$ cat src/dcl_pkg.sv
/*
  shared constants for the drive command limiter: register offsets,
  field positions, reset values and setting codes.
  assumes a 32-bit apb slave port and frequencies in 0.01 hz units.
*/
package dcl_pkg;
  localparam int FW = 16;
  localparam int NTERM = 7;
  localparam logic [7:0] ADDR_CTRL = 8'h00;
  localparam logic [7:0] ADDR_UPPER1 = 8'h04;
  localparam logic [7:0] ADDR_LOWER1 = 8'h08;
  localparam logic [7:0] ADDR_UPPER2 = 8'h0c;
  localparam logic [7:0] ADDR_LOWER2 = 8'h10;
  localparam logic [7:0] ADDR_JOG = 8'h14;
  localparam logic [7:0] ADDR_MAXF = 8'h18;
  localparam logic [7:0] ADDR_MINF = 8'h1c;
  localparam logic [7:0] ADDR_STATUS = 8'h20;
  localparam logic [7:0] ADDR_MASK = 8'h24;
  localparam logic [7:0] ADDR_OUT = 8'h28;
  localparam logic [7:0] ADDR_TERM = 8'h2c;
  // ctrl fields
  localparam int CTRL_DIR_LSB = 0;
  localparam int CTRL_REV_LSB = 2;
  localparam int CTRL_MODE_LSB = 4;
  // status bits
  localparam int ST_REJECT = 0;
  localparam int ST_WARN = 1;
  localparam int ST_BLOCK = 2;
  localparam int ST_PERMIT_LOST = 3;
  localparam int NST = 4;
  // setting codes
  localparam logic [1:0] DIR_NONE = 2'h0;
  localparam logic [1:0] DIR_FWD = 2'h1;
  localparam logic [1:0] DIR_REV = 2'h2;
  localparam logic [1:0] REVP_ON = 2'h1;
  localparam logic [1:0] MODE_SLV = 2'h3;
  localparam logic [6:0] FN_RUN_ENABLE = 7'h54;
  // reset values
  localparam logic [FW-1:0] RST_MAXF = 16'h1770;
  localparam logic [FW-1:0] RST_MINF = 16'h0000;
  localparam logic [FW-1:0] RST_LIMIT = 16'h0000;
endpackage : dcl_pkg

$ cat src/dcl_limit_bank.sv
/*
  two copies of the upper and lower limits, selected by motor set.
  assumes writes arrive already validated on the pclk domain.
*/
`timescale 1ns/1ps
`default_nettype none
module dcl_limit_bank
  import dcl_pkg::*;
(
  input wire logic pclk,
  input wire logic presetn,
  input wire logic ce,
  input wire logic wr_en,
  input wire logic wr_set,
  input wire logic wr_upper,
  input wire logic [FW-1:0] wr_data,
  input wire logic rd_set,
  output logic [FW-1:0] upper,
  output logic [FW-1:0] lower
);
  logic [FW-1:0] up_mem [2];
  logic [FW-1:0] lo_mem [2];

  always_ff @(posedge pclk or negedge presetn) begin
    if (!presetn) begin
      up_mem[0] <= RST_LIMIT;
      up_mem[1] <= RST_LIMIT;
      lo_mem[0] <= RST_LIMIT;
      lo_mem[1] <= RST_LIMIT;
    end else if (ce && wr_en) begin
      if (wr_upper) begin
        up_mem[wr_set] <= wr_data;
      end else begin
        lo_mem[wr_set] <= wr_data;
      end
    end
  end

  // registered read of the selected set
  always_ff @(posedge pclk or negedge presetn) begin
    if (!presetn) begin
      upper <= RST_LIMIT;
      lower <= RST_LIMIT;
    end else if (ce) begin
      upper <= up_mem[rd_set];
      lower <= lo_mem[rd_set];
    end
  end
endmodule : dcl_limit_bank
`default_nettype wire

$ cat src/dcl_limiter.sv
/*
  drive command limiter: clamps the signed frequency command, applies
  direction restriction, reversal protection (in MODE_SLV only) and run permission.
  assumes apb master on pclk; terminal and motor-select pins asynchronous;
  frequency command and rotation estimate synchronous to pclk.
*/
// The APB slave port and the placing of the registers were chosen for this implementation.
`timescale 1ns/1ps
`default_nettype none
module dcl_limiter
  import dcl_pkg::*;
(
  input wire logic pclk,
  input wire logic presetn,
  input wire logic ce,
  input wire logic psel,
  input wire logic penable,
  input wire logic pwrite,
  input wire logic [7:0] paddr,
  input wire logic [31:0] pwdata,
  output logic [31:0] prdata,
  output logic pready,
  output logic pslverr,
  input wire logic [NTERM-1:0] input_terminal_pins,
  input wire logic second_motor_pin,
  input wire logic run_cmd,
  input wire logic run_rev,
  input wire logic jog_sel,
  input wire logic signed [FW-1:0] base_frequency_command,
  input wire logic signed [FW-1:0] rotation_estimate,
  output logic signed [FW-1:0] freq_out,
  output logic motor_enable,
  output logic restriction_display,
  output logic limit_warning,
  output logic irq
);
  // configuration registers and status
  logic [1:0] run_direction_restriction;
  logic [1:0] reversal_protection_select;
  logic [1:0] control_mode_select;
  logic [FW-1:0] jog_frequency_setting;
  logic [FW-1:0] max_freq;
  logic [FW-1:0] min_freq;
  logic [6:0] term_fn [NTERM];
  logic [NST-1:0] status;
  logic [NST-1:0] mask;

  // synchroniser stages for the asynchronous pins
  logic [NTERM-1:0] term_s1;
  logic [NTERM-1:0] term_s2;
  logic sm_s1;
  logic sm_s2;

  // limit bank outputs, write decode and shadows
  logic [FW-1:0] upper_frequency_limit;
  logic [FW-1:0] lower_frequency_limit;
  logic [FW-1:0] lim_wdata;
  logic lim_wr;
  logic lim_set;
  logic lim_upper;
  logic [FW-1:0] peer_up;
  logic [FW-1:0] peer_lo;
  logic [FW-1:0] up1_shadow;
  logic [FW-1:0] lo1_shadow;
  logic [FW-1:0] up2_shadow;
  logic [FW-1:0] lo2_shadow;

  // bus decode
  logic wr_ok;
  logic access;

  // permission, direction and command path
  logic [NTERM-1:0] permit_hit;
  logic permit_assigned;
  logic permit_on;
  logic permit_d;
  logic want_rev;
  logic blocked;
  logic running;
  logic [FW-1:0] mag_src;
  logic [FW-1:0] mag_clamped;
  logic signed [FW-1:0] next_freq;
  logic [NST-1:0] ev;
  logic warn_cond;

  // access phase: psel and penable both high
  assign access = psel && penable;

  // pin synchronisers
  always_ff @(posedge pclk or negedge presetn) begin
    if (!presetn) begin
      term_s1 <= '0;
      term_s2 <= '0;
      sm_s1 <= 1'b0;
      sm_s2 <= 1'b0;
    end else if (ce) begin
      term_s1 <= input_terminal_pins;
      term_s2 <= term_s1;
      sm_s1 <= second_motor_pin;
      sm_s2 <= sm_s1;
    end
  end

  // limit write decode and shadow of all four limits for range checks
  always_comb begin
    lim_set = (paddr == ADDR_UPPER2) || (paddr == ADDR_LOWER2);
    lim_upper = (paddr == ADDR_UPPER1) || (paddr == ADDR_UPPER2);
    lim_wdata = pwdata[FW-1:0];
    // range checks look at the other limit of the same set
    peer_up = lim_set ? up2_shadow : up1_shadow;
    peer_lo = lim_set ? lo2_shadow : lo1_shadow;
    // words other than limits are always accepted
    wr_ok = 1'b1;
    if (lim_upper) begin
      wr_ok = (lim_wdata == '0) ||
              (lim_wdata >= peer_lo && lim_wdata <= max_freq);
    end else begin
      wr_ok = (lim_wdata == '0) ||
              (lim_wdata >= min_freq &&
               (peer_up == '0 || lim_wdata <= peer_up));
    end
    // only in-range limit writes reach the bank
    lim_wr = access && pwrite && wr_ok &&
             (paddr == ADDR_UPPER1 || paddr == ADDR_LOWER1 ||
              paddr == ADDR_UPPER2 || paddr == ADDR_LOWER2);
  end

  // bus-visible copies of all four limits
  always_ff @(posedge pclk or negedge presetn) begin
    if (!presetn) begin
      up1_shadow <= RST_LIMIT;
      lo1_shadow <= RST_LIMIT;
      up2_shadow <= RST_LIMIT;
      lo2_shadow <= RST_LIMIT;
    end else if (ce && lim_wr) begin
      unique case (paddr)
        ADDR_UPPER1: up1_shadow <= lim_wdata;
        ADDR_LOWER1: lo1_shadow <= lim_wdata;
        ADDR_UPPER2: up2_shadow <= lim_wdata;
        default: lo2_shadow <= lim_wdata;
      endcase
    end
  end

  // limit copy selected by second motor input
  dcl_limit_bank u_bank (
    .pclk(pclk),
    .presetn(presetn),
    .ce(ce),
    .wr_en(lim_wr),
    .wr_set(lim_set),
    .wr_upper(lim_upper),
    .wr_data(lim_wdata),
    .rd_set(sm_s2),
    .upper(upper_frequency_limit),
    .lower(lower_frequency_limit)
  );

  // configuration registers
  always_ff @(posedge pclk or negedge presetn) begin
    if (!presetn) begin
      run_direction_restriction <= DIR_NONE;
      reversal_protection_select <= 2'h0;
      control_mode_select <= 2'h0;
      jog_frequency_setting <= '0;
      max_freq <= RST_MAXF;
      min_freq <= RST_MINF;
      mask <= '0;
    end else if (ce && access && pwrite) begin
      unique case (paddr)
        // control word: direction, protection, mode
        ADDR_CTRL: begin
          run_direction_restriction <= pwdata[CTRL_DIR_LSB +: 2];
          reversal_protection_select <= pwdata[CTRL_REV_LSB +: 2];
          control_mode_select <= pwdata[CTRL_MODE_LSB +: 2];
        end
        ADDR_JOG: jog_frequency_setting <= pwdata[FW-1:0];
        ADDR_MAXF: max_freq <= pwdata[FW-1:0];
        ADDR_MINF: min_freq <= pwdata[FW-1:0];
        ADDR_MASK: mask <= pwdata[NST-1:0];
        default: ;
      endcase
    end
  end

  // terminal function assignment, seven nibbles
  genvar gi;
  generate
    for (gi = 0; gi < NTERM; gi++) begin : g_term
      always_ff @(posedge pclk or negedge presetn) begin
        if (!presetn) begin
          term_fn[gi] <= '0;
        end else if (ce && access && pwrite && paddr == ADDR_TERM) begin
          // nibble value one assigns run enable
          term_fn[gi] <= 7'(pwdata[gi*4 +: 4] == 4'h1 ? FN_RUN_ENABLE : 7'h0);
        end
      end
      assign permit_hit[gi] = (term_fn[gi] == FN_RUN_ENABLE) && term_s2[gi];
    end
  endgenerate

  // run permission and direction logic
  always_comb begin
    // any terminal assigned run enable
    permit_assigned = 1'b0;
    for (int i = 0; i < NTERM; i++) begin
      permit_assigned = permit_assigned || (term_fn[i] == FN_RUN_ENABLE);
    end
    permit_on = !permit_assigned || (|permit_hit);
    want_rev = run_rev ^ (!jog_sel && base_frequency_command < 0);
    blocked = run_cmd &&
              ((run_direction_restriction == DIR_FWD && want_rev) ||
               (run_direction_restriction == DIR_REV && !want_rev));
    running = run_cmd && !blocked && permit_on;
  end

  // magnitude selection and clamping
  always_comb begin
    // jog ignores the command sign
    mag_src = jog_sel ? jog_frequency_setting :
              (base_frequency_command < 0 ?
               FW'(-base_frequency_command) :
               FW'(base_frequency_command));
    mag_clamped = mag_src;
    // clamp to nearest limit; zero disables
    if (upper_frequency_limit != '0 && mag_src > upper_frequency_limit) begin
      mag_clamped = upper_frequency_limit;
    end
    if (lower_frequency_limit != '0 && mag_src < lower_frequency_limit) begin
      mag_clamped = lower_frequency_limit;
    end
    // sign follows the requested direction
    next_freq = want_rev ? FW'(-mag_clamped) : FW'(mag_clamped);
    if (reversal_protection_select == REVP_ON &&
        control_mode_select == MODE_SLV &&
        ((rotation_estimate < 0) != want_rev) && rotation_estimate != 0) begin
      next_freq = '0;
    end
    // no run, no output
    if (!running) begin
      next_freq = '0;
    end
  end

  assign warn_cond = (up1_shadow > max_freq) || (up2_shadow > max_freq) ||
                     (up1_shadow != '0 && lo1_shadow > up1_shadow) ||
                     (up2_shadow != '0 && lo2_shadow > up2_shadow) ||
                     (lo1_shadow != '0 && lo1_shadow < min_freq) ||
                     (lo2_shadow != '0 && lo2_shadow < min_freq);

  // events that set the sticky status bits
  always_comb begin
    ev = '0;
    ev[ST_REJECT] = access && pwrite && !wr_ok &&
                    (paddr == ADDR_UPPER1 || paddr == ADDR_LOWER1 ||
                     paddr == ADDR_UPPER2 || paddr == ADDR_LOWER2);
    ev[ST_WARN] = warn_cond;
    ev[ST_BLOCK] = blocked;
    // loss while a run is requested
    ev[ST_PERMIT_LOST] = permit_d && !permit_on && run_cmd;
  end

  // sticky status, set wins over write-one clear
  always_ff @(posedge pclk or negedge presetn) begin
    if (!presetn) begin
      status <= '0;
      permit_d <= 1'b1;
    end else if (ce) begin
      // previous permission, for the loss edge
      permit_d <= permit_on;
      if (access && pwrite && paddr == ADDR_STATUS) begin
        status <= (status & ~pwdata[NST-1:0]) | ev;
      end else begin
        status <= status | ev;
      end
    end
  end

  // motor outputs and indications
  always_ff @(posedge pclk or negedge presetn) begin
    if (!presetn) begin
      freq_out <= '0;
      motor_enable <= 1'b0;
      restriction_display <= 1'b0;
      limit_warning <= 1'b0;
      irq <= 1'b0;
    end else if (ce) begin
      // command path, one cycle after the inputs
      freq_out <= next_freq;
      motor_enable <= running;
      restriction_display <= blocked;
      limit_warning <= warn_cond;
      // level interrupt from unmasked status
      irq <= |(status & mask);
    end
  end

  // apb read and answer, zero wait state
  always_ff @(posedge pclk or negedge presetn) begin
    if (!presetn) begin
      prdata <= '0;
      pready <= 1'b0;
      pslverr <= 1'b0;
    end else if (ce) begin
      // answer in the access cycle that follows setup
      pready <= psel && !penable;
      pslverr <= 1'b0;
      prdata <= '0;
      // read word launched at setup
      if (psel && !penable) begin
        unique case (paddr)
          ADDR_CTRL: prdata <= 32'({control_mode_select,
                                    reversal_protection_select,
                                    run_direction_restriction});
          ADDR_UPPER1: prdata <= 32'(up1_shadow);
          ADDR_LOWER1: prdata <= 32'(lo1_shadow);
          ADDR_UPPER2: prdata <= 32'(up2_shadow);
          ADDR_LOWER2: prdata <= 32'(lo2_shadow);
          ADDR_JOG: prdata <= 32'(jog_frequency_setting);
          ADDR_MAXF: prdata <= 32'(max_freq);
          ADDR_MINF: prdata <= 32'(min_freq);
          ADDR_STATUS: prdata <= 32'(status);
          ADDR_MASK: prdata <= 32'(mask);
          ADDR_OUT: prdata <= {14'h0, permit_on, sm_s2, freq_out};
          ADDR_TERM: prdata <= 32'h0;
          default: pslverr <= 1'b1;
        endcase
      end
    end
  end
endmodule : dcl_limiter
`default_nettype wire

$ cat config.mk
export PLATFORM = sky130hd
export DESIGN_NAME = dcl_limiter
export DESIGN_NICKNAME = d
export VERILOG_FILES = /design/src/dcl_pkg.sv /design/src/dcl_limit_bank.sv /design/src/dcl_limiter.sv
export SDC_FILE = /design/constraint.sdc
export NUM_CORES = 1
export LEC_CHECK = 0
export BUFFER_PORTS_ARGS = -buffer_cell sky130_fd_sc_hd__buf_2
export CAP_MARGIN = 25
export CORE_MARGIN = 4
export CORE_UTILIZATION = 35
export CTS_BUF_LIST = sky130_fd_sc_hd__clkbuf_8
export DETAILED_ROUTE_END_ITERATION = 10
export PLACE_DENSITY = 0.52
export SKIP_CTS_REPAIR_TIMING = 1
export SLEW_MARGIN = 20
export SYNTH_ARGS = -nofsm -noshare
export SYNTH_HDL_FRONTEND = slang
export SYNTH_SLANG_ARGS = --single-unit
$ cat constraint.sdc
create_clock -name pclk -period 6 [get_ports pclk]
set_clock_uncertainty 0.1 [all_clocks]
set_input_delay 1.2 -clock pclk [delete_from_list [all_inputs] [get_ports pclk]]
set_output_delay 1.2 -clock pclk [all_outputs]
set_load 0.01 [all_outputs]
==> metrics.md <==
| Metric | Value |
|---|---|
| Outcome | `finished clean` |
| Netlist cell types | `80` |
| Placed insts | `2543` |
| Synth top area cells | `dfrtp_1 (38%), ha_1 (13%), mux2_2 (11%), mux2i_1 (3.6%), a21oi_1 (2.4%)` |
| Area growth, synth to finish | `15.8%` |
| IO Port Bufs | `124` |
| Mean post-synth cell area | `10.3 um2` |
| Clock share of power | `41.9%` |
| Clock Tree Buf Depth | `3` |
| I/O pins | `143` |
| Logic gate share of total power | `14.7%` |
| Slew Limit Fails | `0` |
| Overall routing resource usage | `21.3%` |
| Ys Warns | `0` |
| Net switching fraction of the power | `29.3%` |
| #FFs+latches synth | `286` |
| Final worst path period share | `90.6%` |
| Initial antenna violation count | `1` |
| Final wirelength | `60.5 mm` |
| Slew @ Worst Pin | `926 ps` |
| Relative slew slack | `38.2%` |
| Max-Cap Viols | `0` |
| CTS tree | `done` |
| Drt pass-1 iters | `8` |
| Max Clk Rate | `184 MHz` |
| GR Util met1 | `29.8%` |
| Core Footprint | `0.0514 mm2` |
| Largest net degree at the start of global routing | `102` |
| Hpwl dp | `45.0 mm` |
| Die width | `236 um` |
| Cell with the most instances after synthesis | `dfrtp_1` |
| Post-synthesis instance area | `0.0182 mm2` |
| Starting Density | `35.4%` |
| Clock Sinks | `286` |
| Layout cells sized above 1 | `24.8%` |
| Post-synthesis adder-cell area fraction | `13.1%` |
| Post-Synth Simple-Gate Area | `11.0%` |
| Flop pwr share | `43.4%` |
| WP data arrival | `5910 ps` |
| H-tree depth | `2` |
| Largest family of logic cells by synthesized area | `compound AO/OA/AOI/OAI gates` |
| Post-synthesis mux area share | `14.6%` |
| Initial drt markers | `1248` |
| RSZ-0062 raised after global routing | `false` |
| P_int | `3.40 mW` |
| Static leakage | `10.3 nW` |
| Worst min-delay path category | `reg2reg` |
| Worst EP required | `6470 ps` |
| Worst-skew pair later-pin latency | `660 ps` |
| Cells after Synth | `1760` |
| GRT met3 Usage | `3.31%` |
| Final setup vio count | `0` |
| Clk root buf | `clkbuf_8` |
| Critical Path Sink Type | `register` |
| Clk pin slew, worst setup/hold paths | `60 ps` |
| Tmin final | `5440 ps` |
| Die ar. | `0.0557 mm2` |
| Routed len/inst | `22.9 um` |
| Synth cell count leaders | `dfrtp_1 (278), ha_1 (191), mux2_2 (175)` |
| Setup TNS | `0 ps` |
| Compound-gate portion of the synthesized area | `15.8%` |
| Drt via density | `5.63` |
| Sequential area share after synthesis | `39.4%` |
| Switch Pwr | `1.41 mW` |
| Placer's final routability congestion estimate | `0.909` |
| Gr busiest metal | `met2` |
| Layout Cells excl Fill | `2645` |
| Met2 Use GR | `34.7%` |
| Yosys top cell area share | `38.2%` |
| Antenna Cells | `0` |
| CP Launch Type | `input port` |
| Post-synth EDFFs | `0` |
| Ys async rst share | `100%` |
| Fill cells | `5074` |
| Row cnt | `83` |
| Post-synth top flop | `dfrtp_1` |
| Max IR drop VDD | `0.000146 V` |
| GRT Residual Overflow | `0` |
| First-pass GRT wire length | `92.7 mm` |
| Number of global-route vias before repair | `15000` |
| Drt drc | `0` |
| Crit Path Class | `in2reg` |
| Post-synthesis xor/xnor area fraction | `1.25%` |
| Antenna Nets Post-Route | `0` |
| Vias | `14900` |
| Final nets | `2200` |
| Max FO, Critical Path | `35` |
| Synth area leader | `dfrtp_1` |
| Final Hold Viols | `0` |
| Die height | `236 um` |
| Cell area power density | `228 mW/mm2` |
| Cts bufs inserted | `53` |
[flip-flops by register name, summed over array words and instances (netlist names), 2 cells and up]
signal and count:
control_mode_select 2, freq_out 16, jog_frequency_setting 16, lo1_shadow 16, lo2_shadow 16, mask 4, max_freq 16, min_freq 16
prdata 18, reversal_protection_select 2, run_direction_restriction 2, status 4, term_fn 7, term_s1 7, term_s2 7, u_bank.lo_mem 32
u_bank.lower 16, u_bank.up_mem 32, u_bank.upper 16, up1_shadow 16, up2_shadow 16
[cell type report]
type	count	area, um2	share of cell area, %
sequential	286	7170	34.0
clock inverter	32	221	1.05
timing repair buffer	191	1240	5.88
multi-input combinational	1281	10300	48.7
inverter	107	402	1.91
clock buffer	68	936	4.44
tap	680	851	4.04
[routing by layer]
metal  vias to the layer above  share of wire (%)  wire (um)
li1                       6889                  -          -
met1                      7486                 45      27500
met2                       426                 47      28300
met3                        96                5.5       3340
met4                         0                2.3       1380
met5                         -                  0          0
[cell families (layout without fill, tap and decap cells)]
| family | count (synthesis) | in the layout |
|---|---|---|
| muxes | 243 | 243 |
| buffers and inverters | 206 | 398 |
| other | 1 | 14 |
| AOI/OAI and AO/OA | 419 | 419 |
| adders and majority gates | 191 | 191 |
| xor gates and xnor gates | 26 | 26 |
| and+or+nand+nor | 388 | 388 |
| DFF | 286 | 286 |
[worst max-delay path, cell delays in order]
cell and delay (ps):
buf_2 110, inv_1 50, ha_1 150, or3b_2 510
o31ai_1 260, xor2_1 130, o21ai_0 410, ha_1 350
and4_1 180, a2111oi_0 440, o211ai_1 180, a41o_1 260
buf_12 170, nand3_1 90, o211ai_1 130, and4b_1 520
nand2_1 160, or4_1 490, nand3_1 100
[stage by stage]
step	hold slack, ps	setup slack (ps)	total power [mW]	utilization [%]	instance area (um2)
finish	393	563	4.81	41.0	21100
global route	414	220	5.06	41.0	21100
CTS	393	585	4.88	40.9	21000
detailed placement	379	-65.5	2.83	38.7	19900
global placement	361	-41.2	2.81	38.6	19900
floorplan	349	350	2.50	-	18200
[path summary, 6_finish.rpt]
| check | to | slack [ps] | cells past startpoint | startpoint |
|---|---|---|---|---|
| setup / recovery | freq_out[13] | 560 | 19 | base_frequency_command[1] |
| setup reg to reg | freq_out[13] | 1920 | 14 | jog_frequency_setting[5] |
| hold reg to reg | permit_d | 390 | 2 | permit_d |
| hold / removal | permit_d | 390 | 2 | permit_d |
| min in group asynchronous | term_s1[4] | 470 | 1 | presetn |
| max in group asynchronous | max_freq[8] | 4220 | 2 | presetn |
[power by group through the flow]
stage	Combinational, mW	Clock (mW)	Sequential (mW)
finish	0.709	2.02	2.09
global route	0.789	2.18	2.10
CTS	0.712	2.08	2.09
detailed placement	0.706	0	2.12
global placement	0.679	0	2.13
floorplan	0.422	0	2.08
[layout by cell type, fill, tap and decap left out, types with 13 or more instances in the layout]
master,netlist,final
o21ai_0,81,81
inv_1,106,123
nor4_1,31,31
buf_2,8,122
o21a_1,13,13
buf_4,15,60
clkbuf_8,0,68
a21o_1,44,44
o211ai_1,19,19
a22o_1,27,27
o2bb2ai_1,16,16
conb_1,1,14
nand3_1,37,36
a21oi_1,89,89
xnor2_1,13,13
mux2_2,175,175
mux2i_1,65,65
nand2_1,98,98
a22oi_1,51,51
dfrtp_1,278,277
nor2_1,83,80
nand4_1,42,42
nor2b_1,16,16
nor3_1,19,19
ha_1,191,191
No activity file was read; power rests on OpenSTA's default activity.
